[src/rtl/dcr_regs.svh]
`ifndef DCR_REGS_SVH
`define DCR_REGS_SVH
// ==========================================
// channel count and trigger lines
`define DCR_NCH         12
`define DCR_CH_LAST     4'hB
`define DCR_NTRIG       49
// ==========================================
// register indices, byte address is four times the index
`define DCR_IDX_CTRL    7'h00
`define DCR_IDX_STAT    7'h01
`define DCR_IDX_DESC    7'h34
`define DCR_IDX_WRB     7'h38
`define DCR_IDX_CHSEL   7'h3F
`define DCR_IDX_CHP     7'h40
`define DCR_IDX_CHS     7'h44
// ==========================================
// field positions
`define DCR_CTRL_EN     1
`define DCR_STAT_BUSY   16
`define DCR_CHP_EN      1
`define DCR_CHP_SRST    0
`define DCR_CMD_LSB     24
`define DCR_TA_LSB      22
`define DCR_SRC_LSB     8
`define DCR_LVL_LSB     5
// ==========================================
// reset values and codes
`define DCR_BASE_RST    32'h0000_0000
`define DCR_CHSEL_RST   4'h0
`define DCR_SRC_NONE    6'h00
`define DCR_SRC_MAX     6'h31
`define DCR_TA_RSVD     2'h1
// ==========================================
// timing counts
`define DCR_BURST_LAST  3'h3
`endif

[src/rtl/dcr_pkg.sv]
`include "dcr_regs.svh"
package dcr_pkg;
   typedef enum logic [1:0] {
      DCR_CMD_NO_ACTION   = 2'h0,
      DCR_CMD_SUSPEND = 2'h1,
      DCR_CMD_RESUME  = 2'h2
   } dcr_cmd_t;
   typedef enum logic [1:0] {
      DCR_TA_BLOCK       = 2'h0,
      DCR_TA_BEAT        = 2'h2,
      DCR_TA_TRANSACTION = 2'h3
   } dcr_trigger_action_t;
   typedef enum logic [1:0] {DCR_BUS_IDLE, DCR_BUS_EXEC, DCR_BUS_ACK} dcr_bus_t;
   typedef enum logic {DCR_XF_IDLE, DCR_XF_BURST} dcr_xfer_t;
   typedef logic [`DCR_NCH-1:0][1:0] dcr_lvl_vec_t;
   typedef struct packed {
      dcr_bus_t                 bus;
      logic                     ack;
      logic [31:0]              dat;
      logic                     ctrl_en;
      logic [31:0]              desc_base;
      logic [31:0]              wrb_base;
      logic [3:0]               chsel;
      logic [`DCR_NCH-1:0]      ch_en;
      logic [`DCR_NCH-1:0]      susp;
      logic [`DCR_NCH-1:0]      pend;
      logic [`DCR_NCH-1:0]      abort;
      dcr_lvl_vec_t             lvl;
      dcr_lvl_vec_t             trigger_action;
      logic                     srst_on;
      logic [3:0]               srst_ch;
      logic [3:0]               scan;
      logic [3:0]               scan_d;
      dcr_xfer_t                xs;
      logic [3:0]               xch;
      logic [1:0]               xact;
      logic [2:0]               beats;
   } dcr_st_t;
   typedef struct packed {
      logic [`DCR_NCH-1:0][5:0] src;
      logic [5:0]               rd_a;
      logic [5:0]               rd_b;
   } dcr_mem_st_t;
endpackage

[src/rtl/dcr_mem_if.sv]
interface dcr_mem_if;
   logic       we;
   logic [3:0] waddr;
   logic [5:0] wdata;
   logic [3:0] raddr_a;
   logic [3:0] raddr_b;
   logic [5:0] rdata_a;
   logic [5:0] rdata_b;
   modport ctrl (output we, waddr, wdata, raddr_a, raddr_b, input rdata_a, rdata_b);
   modport mem  (input we, waddr, wdata, raddr_a, raddr_b, output rdata_a, rdata_b);
endinterface

[src/rtl/dcr_top.sv]
// Implementation choice: register access over Wishbone.
`include "dcr_regs.svh"
// Operation
// (RQ1) A 4-bit channel select field names the channel that every per-channel access hits.
// (RQ2) Software writes the channel select field before touching any per-channel register.
// (RQ3) Disabling a channel mid-transfer keeps enable set until the buffer drains, then aborts; in the code a disable on the last beat leaves enable set.
// (RQ4) A disable-induced abort first completes the burst already under way.
// (RQ5) Writing one to channel enable enables the channel, zero disables, zero reads disabled.
// (RQ6) Channel enable stays writable while the controller is enabled.
// (RQ7) Writing one to soft reset resets the selected channel's registers; zero does nothing.
// (RQ8) A soft reset write is ignored while the selected channel is enabled.
// (RQ9) The soft reset bit reads one while the reset runs and clears itself after.
// (RQ10) The 2-bit command field means no action, suspend, resume; three is reserved.
// (RQ11) Command and arbitration level fields are writable while the controller is enabled.
// (RQ12) Trigger action makes one trigger start a block, beat or transaction; one is reserved.
// (RQ13) The 6-bit trigger source picks a peripheral request, zero meaning none, up to 0x31.
// (RQ14) The 2-bit arbitration level orders service, higher levels first.
// (RQ15) The descriptor base address resets to zero and is writable only with the controller off.
// (RQ16) The write-back base address resets to zero and is writable only with the controller off.
// (RQ17) Per-channel reads return the selected channel's values, reserved bits reading zero.
module dcr_top
   import dcr_pkg::*;
(
   // clock and reset
   input  wire logic                  clk_i,
   input  wire logic                  rst_i,
   // wishbone slave
   input  wire logic                  wb_cyc_i,
   input  wire logic                  wb_stb_i,
   input  wire logic                  wb_we_i,
   input  wire logic [8:0]            wb_adr_i,
   input  wire logic [3:0]            wb_sel_i,
   input  wire logic [31:0]           wb_dat_i,
   output logic [31:0]                wb_dat_o,
   output logic                       wb_ack_o,
   // peripheral trigger requests
   input  wire logic [`DCR_NTRIG-1:0] periph_req_i,
   // system bus transfer side
   input  wire logic                  beat_ready_i,
   output logic                       xfer_req_o,
   output logic [3:0]                 xfer_ch_o,
   output logic [1:0]                 xfer_act_o,
   // configuration towards the fetch engine
   output logic [31:0]                desc_base_o,
   output logic [31:0]                wrb_base_o,
   output logic [`DCR_NCH-1:0]        ch_enable_o,
   output logic [`DCR_NCH-1:0]        ch_suspend_o
);
   // ==========================================
   // helpers
   function automatic logic ch_ok(input logic [3:0] c);
      return c <= `DCR_CH_LAST;
   endfunction

   function automatic logic [31:0] lane_merge(input logic [31:0] old,
                                              input logic [31:0] wr,
                                              input logic [3:0]  sel);
      logic [31:0] r;
      for (int b = 0; b < 4; b++) begin
         r[b*8 +: 8] = sel[b] ? wr[b*8 +: 8] : old[b*8 +: 8];
      end
      return r;
   endfunction

   // ==========================================
   // state and submodules
   dcr_st_t             st;
   dcr_st_t             nx;
   dcr_mem_if           m ();
   logic [`DCR_NCH-1:0] arb_req;
   logic                arb_hold;
   logic                gnt_vld;
   logic [3:0]          gnt_ch;
   logic [5:0]          src;
   logic                trig_hit;
   logic [6:0]          idx;
   logic                wr_go;
   logic                in_xfer;
   logic                burst_end;
   logic [31:0]         rd;
   logic [3:0]          c;

   dcr_cfg_mem u_mem (
      .clk_i (clk_i),
      .rst_i (rst_i),
      .m     (m.mem)
   );

   // no new grant while a bus write may change a channel
   assign arb_hold = (st.bus == DCR_BUS_EXEC) && wb_we_i;
   assign arb_req  = arb_hold ? '0 : (st.pend & st.ch_en & ~st.susp & ~st.abort);

   dcr_arb u_arb (
      .clk_i       (clk_i),
      .rst_i       (rst_i),
      .req_i       (arb_req),
      .lvl_i       (st.lvl),
      .grant_vld_o (gnt_vld),
      .grant_ch_o  (gnt_ch)
   );

   // ==========================================
   // trigger source match for the scanned channel
   assign src      = m.rdata_b;
   assign trig_hit = (src != `DCR_SRC_NONE) && (src <= `DCR_SRC_MAX) // [RQ13]
                     && periph_req_i[6'(src - 6'h01)];

   assign idx     = wb_adr_i[8:2];
   assign c       = st.chsel;
   assign wr_go   = (st.bus == DCR_BUS_EXEC) && wb_we_i;
   assign in_xfer = (st.xs == DCR_XF_BURST) && (st.xch == st.chsel);

   // ==========================================
   // next state
   always_comb begin
      nx        = st;
      burst_end = 1'b0;
      rd        = 32'h0000_0000;
      m.we      = 1'b0;
      m.waddr   = st.chsel;
      m.wdata   = `DCR_SRC_NONE;
      m.raddr_a = st.chsel; // [RQ1]
      m.raddr_b = st.scan;

      // round scan of trigger sources
      nx.scan   = (st.scan == `DCR_CH_LAST) ? 4'h0 : st.scan + 4'h1;
      nx.scan_d = st.scan;

      // transfer engine
      unique case (st.xs)
         DCR_XF_IDLE: begin
            if (gnt_vld) begin
               nx.xs           = DCR_XF_BURST;
               nx.xch          = gnt_ch;
               nx.xact         = st.trigger_action[gnt_ch];
               nx.beats        = 3'h0;
               nx.pend[gnt_ch] = 1'b0;
            end
         end
         DCR_XF_BURST: begin
            if (beat_ready_i) begin
               if (st.xact == DCR_TA_BEAT || st.beats == `DCR_BURST_LAST) begin // [RQ12]
                  burst_end = 1'b1;
               end else begin
                  nx.beats = st.beats + 3'h1;
               end
            end
         end
      endcase
      if (burst_end) begin
         nx.xs = DCR_XF_IDLE;
         // drained buffer ends a pending disable
         if (st.abort[st.xch]) begin
            nx.ch_en[st.xch] = 1'b0; // [RQ3] [RQ4]
            nx.abort[st.xch] = 1'b0;
            nx.pend[st.xch]  = 1'b0;
         end
      end

      // read word of the addressed register
      unique case (idx)
         `DCR_IDX_CTRL:  rd[`DCR_CTRL_EN] = st.ctrl_en;
         `DCR_IDX_STAT: begin
            rd[`DCR_NCH-1:0]   = st.ch_en;
            rd[`DCR_STAT_BUSY] = (st.xs == DCR_XF_BURST);
         end
         `DCR_IDX_DESC:  rd = st.desc_base;
         `DCR_IDX_WRB:   rd = st.wrb_base;
         `DCR_IDX_CHSEL: rd[3:0] = st.chsel;
         `DCR_IDX_CHP: begin
            if (ch_ok(c)) begin
               rd[`DCR_CHP_EN]   = st.ch_en[c]; // [RQ17]
               rd[`DCR_CHP_SRST] = st.srst_on && (st.srst_ch == c); // [RQ9]
            end
         end
         `DCR_IDX_CHS: begin
            if (ch_ok(c)) begin
               rd[`DCR_TA_LSB +: 2]  = st.trigger_action[c]; // [RQ17]
               rd[`DCR_SRC_LSB +: 6] = m.rdata_a;
               rd[`DCR_LVL_LSB +: 2] = st.lvl[c];
            end
         end
         default: rd = 32'h0000_0000;
      endcase

      // bus slave sequence
      unique case (st.bus)
         DCR_BUS_IDLE: begin
            if (wb_cyc_i && wb_stb_i) begin
               nx.bus = DCR_BUS_EXEC;
            end
         end
         DCR_BUS_EXEC: begin
            nx.bus = DCR_BUS_ACK;
            nx.ack = 1'b1;
            nx.dat = wb_we_i ? 32'h0000_0000 : rd;
         end
         DCR_BUS_ACK: begin
            nx.bus = DCR_BUS_IDLE;
            nx.ack = 1'b0;
         end
      endcase

      // register writes
      if (wr_go) begin
         unique case (idx)
            `DCR_IDX_CTRL: begin
               if (wb_sel_i[0]) begin
                  nx.ctrl_en = wb_dat_i[`DCR_CTRL_EN];
               end
            end
            `DCR_IDX_DESC: begin
               if (!st.ctrl_en) begin
                  nx.desc_base = lane_merge(st.desc_base, wb_dat_i, wb_sel_i); // [RQ15]
               end
            end
            `DCR_IDX_WRB: begin
               if (!st.ctrl_en) begin
                  nx.wrb_base = lane_merge(st.wrb_base, wb_dat_i, wb_sel_i); // [RQ16]
               end
            end
            `DCR_IDX_CHSEL: begin
               if (wb_sel_i[0]) begin
                  nx.chsel = wb_dat_i[3:0]; // [RQ1]
               end
            end
            `DCR_IDX_CHP: begin
               if (wb_sel_i[0] && ch_ok(c)) begin
                  if (wb_dat_i[`DCR_CHP_EN]) begin
                     nx.ch_en[c] = 1'b1; // [RQ5] [RQ6]
                     nx.abort[c] = 1'b0;
                  end else if (in_xfer) begin
                     nx.abort[c] = 1'b1; // [RQ3]
                  end else begin
                     nx.ch_en[c] = 1'b0; // [RQ5]
                     nx.pend[c]  = 1'b0;
                  end
                  if (wb_dat_i[`DCR_CHP_SRST] && !st.ch_en[c]) begin // [RQ7] [RQ8]
                     nx.srst_on  = 1'b1;
                     nx.srst_ch  = c;
                     nx.ch_en[c] = 1'b0;
                  end
               end
            end
            `DCR_IDX_CHS: begin
               if (ch_ok(c)) begin
                  if (wb_sel_i[3]) begin
                     unique case (wb_dat_i[`DCR_CMD_LSB +: 2]) // [RQ10] [RQ11]
                        DCR_CMD_SUSPEND: nx.susp[c] = 1'b1;
                        DCR_CMD_RESUME:  nx.susp[c] = 1'b0;
                        default:         nx.susp[c] = st.susp[c];
                     endcase
                  end
                  if (wb_sel_i[0]) begin
                     nx.lvl[c] = wb_dat_i[`DCR_LVL_LSB +: 2]; // [RQ11] [RQ14]
                  end
                  if (!st.ctrl_en) begin
                     if (wb_sel_i[2] && wb_dat_i[`DCR_TA_LSB +: 2] != `DCR_TA_RSVD) begin
                        nx.trigger_action[c] = wb_dat_i[`DCR_TA_LSB +: 2]; // [RQ12]
                     end
                     if (wb_sel_i[1]) begin
                        m.we    = 1'b1; // [RQ13]
                        m.waddr = c;
                        m.wdata = wb_dat_i[`DCR_SRC_LSB +: 6];
                     end
                  end
               end
            end
            default: nx.ctrl_en = st.ctrl_en;
         endcase
      end

      // soft reset of one channel takes one cycle
      if (st.srst_on) begin
         m.we                 = 1'b1; // [RQ7] [RQ9]
         m.waddr              = st.srst_ch;
         m.wdata              = `DCR_SRC_NONE;
         nx.lvl[st.srst_ch]   = 2'h0;
         nx.trigger_action[st.srst_ch] = 2'h0;
         nx.susp[st.srst_ch]  = 1'b0;
         nx.pend[st.srst_ch]  = 1'b0;
         nx.abort[st.srst_ch] = 1'b0;
         nx.srst_on           = 1'b0;
      end

      // a new trigger on an enabled, non-aborting channel wins over the grant clear in the same cycle
      if (trig_hit && nx.ch_en[st.scan_d] && !nx.abort[st.scan_d]) begin
         nx.pend[st.scan_d] = 1'b1; // [RQ13]
      end
   end

   always_ff @(posedge clk_i) begin
      if (rst_i) begin
         st           <= '0;
         st.desc_base <= `DCR_BASE_RST;
         st.wrb_base  <= `DCR_BASE_RST;
         st.chsel     <= `DCR_CHSEL_RST;
      end else begin
         st <= nx;
      end
   end

   // ==========================================
   // outputs
   assign wb_ack_o     = st.ack;
   assign wb_dat_o     = st.dat;
   assign xfer_req_o   = (st.xs == DCR_XF_BURST);
   assign xfer_ch_o    = st.xch;
   assign xfer_act_o   = st.xact;
   assign desc_base_o  = st.desc_base;
   assign wrb_base_o   = st.wrb_base;
   assign ch_enable_o  = st.ch_en;
   assign ch_suspend_o = st.susp;
endmodule

[src/rtl/dcr_cfg_mem.sv]
`include "dcr_regs.svh"
module dcr_cfg_mem
   import dcr_pkg::*;
(
   // clock and reset
   input  wire logic clk_i,
   input  wire logic rst_i,
   // storage port
   dcr_mem_if.mem    m
);
   dcr_mem_st_t st;
   dcr_mem_st_t nx;

   always_comb begin
      nx = st;
      if (m.we && m.waddr <= `DCR_CH_LAST) begin
         nx.src[m.waddr] = m.wdata;
      end
      nx.rd_a = (m.raddr_a <= `DCR_CH_LAST) ? st.src[m.raddr_a] : `DCR_SRC_NONE;
      nx.rd_b = (m.raddr_b <= `DCR_CH_LAST) ? st.src[m.raddr_b] : `DCR_SRC_NONE;
   end

   always_ff @(posedge clk_i) begin
      if (rst_i) begin
         st <= '0;
      end else begin
         st <= nx;
      end
   end

   assign m.rdata_a = st.rd_a;
   assign m.rdata_b = st.rd_b;
endmodule

[src/rtl/dcr_arb.sv]
`include "dcr_regs.svh"
module dcr_arb
   import dcr_pkg::*;
(
   // clock and reset, checks only
   input  wire logic                clk_i,
   input  wire logic                rst_i,
   // requests
   input  wire logic [`DCR_NCH-1:0] req_i,
   input  wire dcr_lvl_vec_t        lvl_i,
   // grant
   output logic                     grant_vld_o,
   output logic [3:0]               grant_ch_o
);
   logic [1:0]          best;
   logic [`DCR_NCH-1:0] higher;

   // highest level first, lowest channel wins a tie
   always_comb begin
      grant_vld_o = 1'b0;
      grant_ch_o  = 4'h0;
      best        = 2'h0;
      for (int i = 0; i < `DCR_NCH; i++) begin
         if (req_i[i] && (!grant_vld_o || lvl_i[i] > best)) begin // [RQ14]
            grant_vld_o = 1'b1;
            grant_ch_o  = 4'(i);
            best        = lvl_i[i];
         end
      end
   end

   for (genvar g = 0; g < `DCR_NCH; g++) begin : g_hi
      assign higher[g] = req_i[g] && (lvl_i[g] > lvl_i[grant_ch_o]);
   end
endmodule

[config.mk]
export PLATFORM = sky130hd
export DESIGN_NAME = dcr_top
export DESIGN_NICKNAME = d
export VERILOG_FILES = /design/src/rtl/dcr_pkg.sv /design/src/rtl/dcr_mem_if.sv /design/src/rtl/dcr_top.sv /design/src/rtl/dcr_cfg_mem.sv /design/src/rtl/dcr_arb.sv
export VERILOG_INCLUDE_DIRS = /design/src /design/src/rtl
export SDC_FILE = /design/constraint.sdc
export NUM_CORES = 1
export LEC_CHECK = 0
export BUFFER_PORTS_ARGS = -buffer_cell sky130_fd_sc_hd__buf_2
export CELL_PAD_IN_SITES_DETAIL_PLACEMENT = 0
export CELL_PAD_IN_SITES_GLOBAL_PLACEMENT = 2
export CORE_MARGIN = 10
export CORE_UTILIZATION = 36
export CTS_CLUSTER_SIZE = 40
export DETAILED_ROUTE_END_ITERATION = 16
export GPL_ROUTABILITY_DRIVEN = 0
export PLACE_DENSITY = 0.93
export SYNTH_ARGS = -nofsm -noshare
export SYNTH_HDL_FRONTEND = slang
export SYNTH_SLANG_ARGS = --single-unit
export TNS_END_PERCENT = 5
[constraint.sdc]
create_clock -name clk_i -period 20.6 [get_ports clk_i]
set_clock_uncertainty 0.2 [all_clocks]
set_input_delay 2.06 -clock clk_i [delete_from_list [all_inputs] [get_ports clk_i]]
set_output_delay 2.06 -clock clk_i [all_outputs]
set_load 0.005 [all_outputs]
======== Word-level counts from Yosys, hierarchy flattened ========
Cells that the tools add are included.
W data, S select, Z words.
word-level totals
  flip-flop bits (word level) ............. 307
  latch bits .............................. 0
  RAM bits ................................ 0
  bits in read-only memories .............. 0
  input port bits ......................... 100
  output and inout bits ................... 128
  logic and storage cells ................. 377
  memories kept ........................... 0
cells by class
  add/subtract/negate cells ............... 3
  multipliers ............................. 0
  divide/modulo/power cells ............... 0
  order comparisons ....................... 29
  equality and inequality tests ........... 20
  shifts and indexed selects .............. 0
  muxes and demuxes ....................... 154
  bitwise logic cells ..................... 32
  reduce and logical (&&, ||, !) cells .... 76
operators by type and width
  kind                  number
  $mux W12              21
  $and A12 B12 Y12      15
  $mux W24              7
  $mux W101             1
  $mux W48              2
  $mux W85              1
  $bwmux W72            1
  $not A12 Y12          6
  $mux W6               10
  $and A24 B24 Y24      2
  $bmux W6 S4           2
  $bwmux W24            2
  $or A12 B12 Y12       4
  $mux W2               22
  $reduce_and A4 Y1     9
  $lt A4 B5 Y1 const B  7
  $mux W1               33
  $mux W32              1
  $logic_and A1 B1 Y1   29
  $bmux W2 S4           3
  $demux W6 S4          1
  $ge A4 B1 Y1 const B  6
  $not A24 Y24          1
  $pmux W12 S2          1
  other kinds (48)      127

======== Longest topological paths before layout ========
Gate-level depths: netlist (run 1).
  depth after elaboration ................. 73
  mapped depth ............................ 78
  mapped depth without buffers ............ 75

======== By module ========
Synthesis (run 1) repeated with hierarchy kept, for this count alone.
unflattened totals
  cells, all modules ...................... 2184
  area total of the unflattened synthesis .. 18418.9 µm²
by module, submodules not included
  module       instances  cells each  area each (µm²)  seq. area each (µm²)
  dcr_top      1          1519        12826.1          4464.3
  dcr_cfg_mem  1          497         4448.0           1681.6
  dcr_arb      1          168         1144.8           0.0

======== Least setup slack after synthesis (run 1) ========
Ideal clock, no wire load.
  path type ............................... input-to-reg
  start point ............................. input port wb_we_i
  end point ............................... register st[85] (netlist name)
  library setup time ...................... 117 ps
  arrival time ............................ 16095 ps
  slack ................................... 4187 ps
  stages .................................. 75
  path buffers ............................ 4
  path through ............................ and2_1 buf_2 buf_4 nor3b_1 ha_1 nand2_1 o21ai_0 a21oi_1 nor2_1 ha_1 nor2b_1 o21ai_0 a21oi_1 o32ai_2 ha_1 nor2b_1 o21ai_0 a211oi_4 (+39 left out) nor2_1 mux2_2 ha_1 nand2_1 o21ai_0 a21oi_1 clkbuf_1 nor2_1 a21oi_1 ha_1 nor2b_1 o21ai_0 a21oi_1 or2_2 a211oi_1 and2_1 nand4_1 a32o_1
between the ends
  word-level cells in the longest chain between the ends .. 68
  elaborated cells on any way between the ends .. 110
RTL lines
  element                                           line                           source
  start, declared                                   dcr_top.sv:30                  input wire logic wb_we_i,
  $logic_and A1 B1 Y1 (*)                           dcr_top.sv:90, dcr_top.sv:110
  $mux W12                                          dcr_top.sv:91                  assign arb_req = arb_hold ? '0 : (st.pend & st.ch_en & ~st.susp & ~st.abort);
  $mux W2 or $mux W1 (tied branches)                dcr_arb.sv:24                  if (req_i[i] && (!grant_vld_o || lvl_i[i] > best)) begin
  $gt A2 B2 Y1 or $logic_not A1 Y1 (tied branches)  dcr_arb.sv:24
  $logic_or A1 B1 Y1                                dcr_arb.sv:24
  $logic_and A1 B1 Y1                               dcr_arb.sv:24
  $mux W2 or $mux W1 (tied branches)                dcr_arb.sv:24
  $gt A2 B2 Y1 or $logic_not A1 Y1 (tied branches)  dcr_arb.sv:24
  (+52 left out)                                    --
  $mux W12                                          dcr_top.sv:229                 if (wb_dat_i[`DCR_CHP_EN]) begin
  $mux W24                                          dcr_top.sv:228                 if (wb_sel_i[0] && ch_ok(c)) begin
  $mux W24                                          dcr_top.sv:206                 unique case (idx)
  $mux W101 (*)                                     dcr_top.sv:205                 if (wr_go) begin
  $and A12 B12 Y12 (no line)                        --
  $mux W85                                          dcr_top.sv:274                 if (st.srst_on) begin
  $or A12 B12 Y12 (no line)                         --
  $mux W12 (*)                                      dcr_top.sv:287                 if (trig_hit && nx.ch_en[st.scan_d] && !nx.abort[st.scan_d]) begin
  end signal, assigned                              dcr_top.sv:299                 st <= nx;
  end, declared                                     dcr_top.sv:67                  dcr_st_t st;
Mark *: on every way between the ends. The rest lies on a longest branch, timed or not. The select of a mux whose other input is x is not followed.
A chain may end at the register's enable or synchronous reset.

======== Worst setup path after layout (run 1) ========
Ends and elaborated chain as after synthesis.

==> results of run 1 <==
==> cell families (layout without fill, tap and decap cells) <==
kind of cell / count (synthesis) / in the layout / synth area share [%]
fa+ha+maj: 30 / 30 / 2.139
buf+inv: 309 / 351 / 9.413
xor+xnor: 13 / 13 / 0.6489
simple gates: 789 / 789 / 20.94
mux: 170 / 170 / 14.85
compound gates: 421 / 421 / 16.99
flops: 307 / 307 / 35.03
==> power by group through the flow <==
stage	Combinational [mW]	Sequential, mW	Clock, mW
3_3_place_gp	0.0694	0.616	0
3_5_place_dp	0.0706	0.616	0
6_report	0.0707	0.603	0.633
5_1_grt	0.0764	0.604	0.666
4_1_cts	0.0708	0.603	0.643
2_1_floorplan	0.0423	0.611	0
==> how the worst min path moves through the flow <==
stage,startpoint,endpoint,slack [ns],depth (start not counted)
finish,wb_dat_o[1]$_SDFFE_PP0N_,wb_dat_o[1]$_SDFFE_PP0N_,0.27,2
detailed placement,wb_dat_o[1]$_SDFFE_PP0N_,wb_dat_o[1]$_SDFFE_PP0N_,0.26,2
global placement,wb_dat_o[1]$_SDFFE_PP0N_,wb_dat_o[1]$_SDFFE_PP0N_,0.26,2
floorplan,st[44]$_SDFF_PP0_,st[44]$_SDFF_PP0_,0.24,2
CTS,wb_dat_o[1]$_SDFFE_PP0N_,wb_dat_o[1]$_SDFFE_PP0N_,0.27,2
global route,st[33]$_SDFF_PP0_,st[33]$_SDFF_PP0_,0.29,2
==> per-stage QoR <==
stage	hold WS [ns]	util (%)	cell area, sq um	instances	total power, mW
finish	0.2717	40.25	19300	2696	1.307
global placement	0.2561	37.83	18140	2633	0.6856
global route	0.2926	40.25	19300	2696	1.346
detailed placement	0.2585	37.83	18140	2633	0.6869
floorplan	0.2410	-	17550	2039	0.6534
CTS	0.2690	40.25	19300	2696	1.317
==> state kept, by name, summed over array words and instances (netlist names) <==
register,count
ch_enable_o,12
u_mem.m.rdata_a,6
xfer_act_o,2
u_mem.m.rdata_b,6
xfer_ch_o,4
desc_base_o,32
xfer_req_o,1
wb_ack_o,1
ch_suspend_o,12
wrb_base_o,32
c,4
wb_dat_o,32
st,87
u_mem.st,72
m.raddr_b,4
==> critical path: cells and delay by family <==
| kind | cells | cell delay, ns |
|---|---|---|
| AOI/OAI and AO/OA | 28 | 7.09 |
| and+or+nand+nor | 29 | 4.84 |
| adders and majority gates | 11 | 3.07 |
| muxes | 4 | 1.52 |
| buffers and inverters | 1 | 0.15 |
==> cell usage in the layout (no fill, tap or decap), types with 10 or more instances in the layout <==
master | Yosys | layout
nor3b_1 | 10 | 10
buf_2 | 6 | 224
ha_1 | 30 | 30
a21oi_1 | 147 | 147
nand2b_1 | 17 | 17
nand3_1 | 76 | 76
dfxtp_1 | 307 | 304
and2_1 | 16 | 16
a222oi_1 | 17 | 17
inv_1 | 38 | 38
buf_4 | 127 | 23
mux4_2 | 71 | 71
nor3_1 | 46 | 46
a22oi_1 | 106 | 106
o21ai_0 | 17 | 17
a211oi_1 | 22 | 22
nand2_1 | 184 | 184
nand4_1 | 11 | 11
nor2_1 | 319 | 318
clkbuf_16 | 0 | 36
nor2b_1 | 28 | 28
and3_1 | 13 | 13
a32o_1 | 11 | 11
mux2i_1 | 90 | 90
a31oi_1 | 13 | 13
or2_2 | 17 | 17
==> final cells by class <==
type,count,share of cell area (%)
well taps,615,3.988
inverters,40,0.7781
repair buffers,248,6.776
multi-input cells,1423,50.60
flip-flops and latches,307,31.87
clock inverters,12,0.6679
clock buffers,51,5.324
==> routing by layer <==
| layer | share of wire (%) | global-route usage [%] | up-vias |
|---|---|---|---|
| li1 | - | - | 7235 |
| met1 | 41 | 26.78 | 7914 |
| met2 | 49 | 35.12 | 647 |
| met3 | 7.2 | 3.296 | 87 |
| met4 | 2.2 | 5.696 | 0 |
| met5 | 0 | 0 | - |
==> metrics.txt, run 1 <==
post-synth cell types 88; most used cell, CP ha_1; Max rail drop VDD 0.05671 mV; most frequent cell after synthesis nor2_1; top cells by area, synth dfxtp_1 35%, mux4_2 9.1%, nor2_1 6.8%; Leak Pwr 7.204 nW; WL/cell 23.29 microns; synth cell count leaders 319 x nor2_1, 307 x dfxtp_1, 184 x nand2_1; crit path kind in -> reg; Synth top area share 35.03%; worst setup path startpoint wb_we_i; Yosys reg bits 307; actual slew at the worst max-slew pin 1.225 ns; Min-Delay Path Class reg -> reg; CP endpoint kind flop; R2R depth 74; clk sink count 307; setup violators final 0; Synthesis Warnings 0; H-Tree Depth 2; status finished, final reports clean; reg2reg start st[222]$_SDFFE_PP0P_; Seq pwr share 46.1%; num rows 80; Worst path max stage delay 0.69 ns; clk_lat worst skew 0.57 ns; CTS buffer count 36; Avg Cell Area, Syn 8.605 sq um; DPL Wire Length 46.45 mm; Avg Vias per Cell 5.891; sequential area share after synthesis 35.03%; post-synthesis to final-layout area growth 9.976%; PD cells 67.75 nW/um^2; postcts setup bufs 0; Die X 240.8 microns; Synth Instances 2039; pins over their slew limit 0; Ports 228; gr usage total 20.70%; CP Data Arrival Time 18.73 ns; final setup margin 2.122 ns; asr flop ratio synth 0%; multi-input logic area 9763 sq um; Post-synth EDFFs 0; die extent in y 240.8 microns; relative slew slack 18.17%; r2r endpoint st[85]$_SDFF_PP0_; grt ovf 0; number of max-cap violations 0; Fillers 4762; fin crit share 89.70%; Starting Density 36.59%; CTS tree built; Pint 0.9812 mW; register area 6150 sq um; Vias 15880; post-CTS sizing 0; CP Capture Point st[85]$_SDFF_PP0_; min Tclk post-route 18.48 ns; core area 47950 sq um; pre-CTS setup slack 1.857 ns; switching power 0.3261 mW; Starting DRT DRC Count 1665; sw frac 24.95%; largest net degree at the start of global routing 113; total wire length 62.80 mm; first-pass iteration count of the detailed router 8; clk root buf clkbuf_16; combinational share of power 5.4%; drc violations 0; reg2reg setup slack 2.91 ns; Hold Vio Cnt, Final 0; port bufs 225; FMAX 54.12 MHz; initial antenna violation count 1; Nets 2186; Crit Path Max Fanout 14; RSZ-0062 raised after global routing no; share of layout cells above drive strength 1 20.81%; clock power share 48.4%; first-pass GRT wire length 93.74 mm; antenna diode count 0; vias in the first global route 15240; CP Launch Type primary input; critical path's slowest cell a21oi_1; CP required 20.85 ns; post-synth top area cell dfxtp_1; Longest Clk Path Bufs 3; clk slew on worst S/H paths 0.06 ns; Mapped Nets 2169; area of the die 57970 sq um; quantity of hold-fixing buffers added after cts 0; setup TNS 0 ns; top_reg_cell synth dfxtp_1; Final ANT Viol Nets 0; Post-Syn Area 17550 sq um
(Power assumes the default switching activity.)
==> inputs of run 2 (changes only) <==
Settings changed: CORE_UTILIZATION 36 to 37, CTS_BUF_LIST from default to sky130_fd_sc_hd__clkbuf_8, PLACE_DENSITY 0.93 to 0.95.
==> metrics.txt, run 2 (synthesized netlist as in run 1, its figures left out) <==
status finished, final reports clean; clk_lat worst skew 0.65 ns; setup TNS 0 ns; Starting DRT DRC Count 1758; Avg Vias per Cell 5.860; first-pass iteration count of the detailed router 6; CP Launch Type primary input; die extent in y 237.8 microns; num rows 79; fin crit share 92.53%; CTS tree built; RSZ-0062 raised after global routing no; CP endpoint kind flop; port bufs 225; relative slew slack 22.69%; Worst path max stage delay 0.77 ns; Leak Pwr 7.234 nW; CP required 20.94 ns; postcts setup bufs 0; Top reg by flops st; first-pass GRT wire length 94.21 mm; setup violators final 0; Fillers 4671; Vias 15900; reg2reg start st[222]$_SDFFE_PP0P_; core area 46750 sq um; WL/cell 22.93 microns; DPL Wire Length 45.77 mm; R2R depth 74; quantity of hold-fixing buffers added after cts 0; post-CTS sizing 0; crit path kind in -> reg; Hold Vio Cnt, Final 0; reg2reg setup slack 2.26 ns; r2r endpoint st[85]$_SDFF_PP0_; post-synthesis to final-layout area growth 9.221%; actual slew at the worst max-slew pin 1.160 ns; initial antenna violation count 2; clk root buf clkbuf_8; hold path depth 2; FMAX 52.46 MHz; gr usage total 21.14%; CP Data Arrival Time 19.40 ns; drc violations 0; largest net degree at the start of global routing 114; Hold Startpoint wb_dat_o[1]$_SDFFE_PP0N_; register area 6150 sq um; vias in the first global route 15510; commonest cells after routing, fill and taps aside 318 x nor2_1, 304 x dfxtp_1, 224 x buf_2; most used cell, CP ha_1; CTS buffer count 54; Final ANT Viol Nets 0; clk slew on worst S/H paths 0.06 ns; Max rail drop VDD 0.04778 mV; critical path's slowest cell and2_1; Crit Path Max Fanout 15; multi-input logic area 9764 sq um; Hold Path Sink wb_dat_o[1]$_SDFFE_PP0N_; number of max-cap violations 0; Nets 2204; PD cells 64.12 nW/um^2; H-Tree Depth 2; total wire length 62.24 mm; clk sink count 307; Final Util 40.99%; pins over their slew limit 0; commonest non-fill, non-tap cell in the layout nor2_1; Die X 237.8 microns; min Tclk post-route 19.06 ns; Ports 228; top flop regs st x87, u_mem.st x72; grt ovf 0; Largest register FFs 87; Min-Delay Path Class reg -> reg; Longest Clk Path Bufs 3; area of the die 56530 sq um; Starting Density 37.53%; share of layout cells above drive strength 1 21.32%
## run 2: cell types whose count changed in the layout (fill, tap and decap cells not counted), sizes merged
cell	before	now
clkinv	10	1
diode	0	1
inv	40	58
clkbuf	52	67
buf	247	248
## run 2: critical path, delay by kind of cell
family          cells  cell delay, ns
compound gates     28            7.32
mux                 4            1.52
fa+ha+maj          11            3.07
buf+inv             1            0.16
simple gates       29            5.30
## run 2: where the power goes
part | switching, mW | total, mW | internal, mW
registers | 0.00689 | 0.603 | 0.597
logic | 0.0487 | 0.0704 | 0.0216
clock network | 0.255 | 0.555 | 0.300
total | 0.310 | 1.23 | 0.918
## run 2: how the worst max path moves through the flow
stage / start / to / slack, ns / cells past startpoint
floorplan: wb_we_i / st[85]$_SDFF_PP0_ / 4.19 / 75
global placement: wb_we_i / st[88]$_SDFF_PP0_ / 1.88 / 73
detailed placement: wb_we_i / st[88]$_SDFF_PP0_ / 1.37 / 73
CTS: wb_we_i / st[88]$_SDFF_PP0_ / 1.94 / 73
global route: wb_we_i / st[85]$_SDFF_PP0_ / 0.43 / 73
finish: wb_we_i / st[85]$_SDFF_PP0_ / 1.54 / 73
## run 2: layer usage
layer | GRT usage, % | up-vias | share of wire, % | wire [microns]
met1 | 26.82 | 7869 | 41 | 25540
met2 | 35.93 | 667 | 49 | 30440
met4 | 5.904 | 0 | 2.4 | 1477
met5 | 0 | - | 0 | 0
li1 | - | 7276 | - | -
met3 | 4.084 | 91 | 7.7 | 4782
## run 2: per-stage QoR
| stage | cells | hold slack (ns) | total power, mW | instance area (sq um) | setup WS (ns) |
|---|---|---|---|---|---|
| after floorplan | 2039 | 0.2410 | 0.6534 | 17550 | 4.187 |
| after detailed placement | 2625 | 0.2562 | 0.6859 | 18130 | 1.367 |
| after global placement | 2625 | 0.2561 | 0.6843 | 18130 | 1.878 |
| after CTS | 2713 | 0.2658 | 1.239 | 19160 | 1.940 |
| after global routing | 2714 | 0.2886 | 1.273 | 19160 | 0.4272 |
| final | 2714 | 0.2654 | 1.229 | 19160 | 1.540 |
## run 2: final cells by class
class / count / share of cell area, %
tap: 607 / 3.963
antenna: 1 / 0.01306
timing repair buffer: 248 / 6.810
clock buffer: 67 / 4.812
sequential: 307 / 32.09
clock inverter: 21 / 0.5746
multi-input combinational: 1423 / 50.95
inverter: 40 / 0.7835
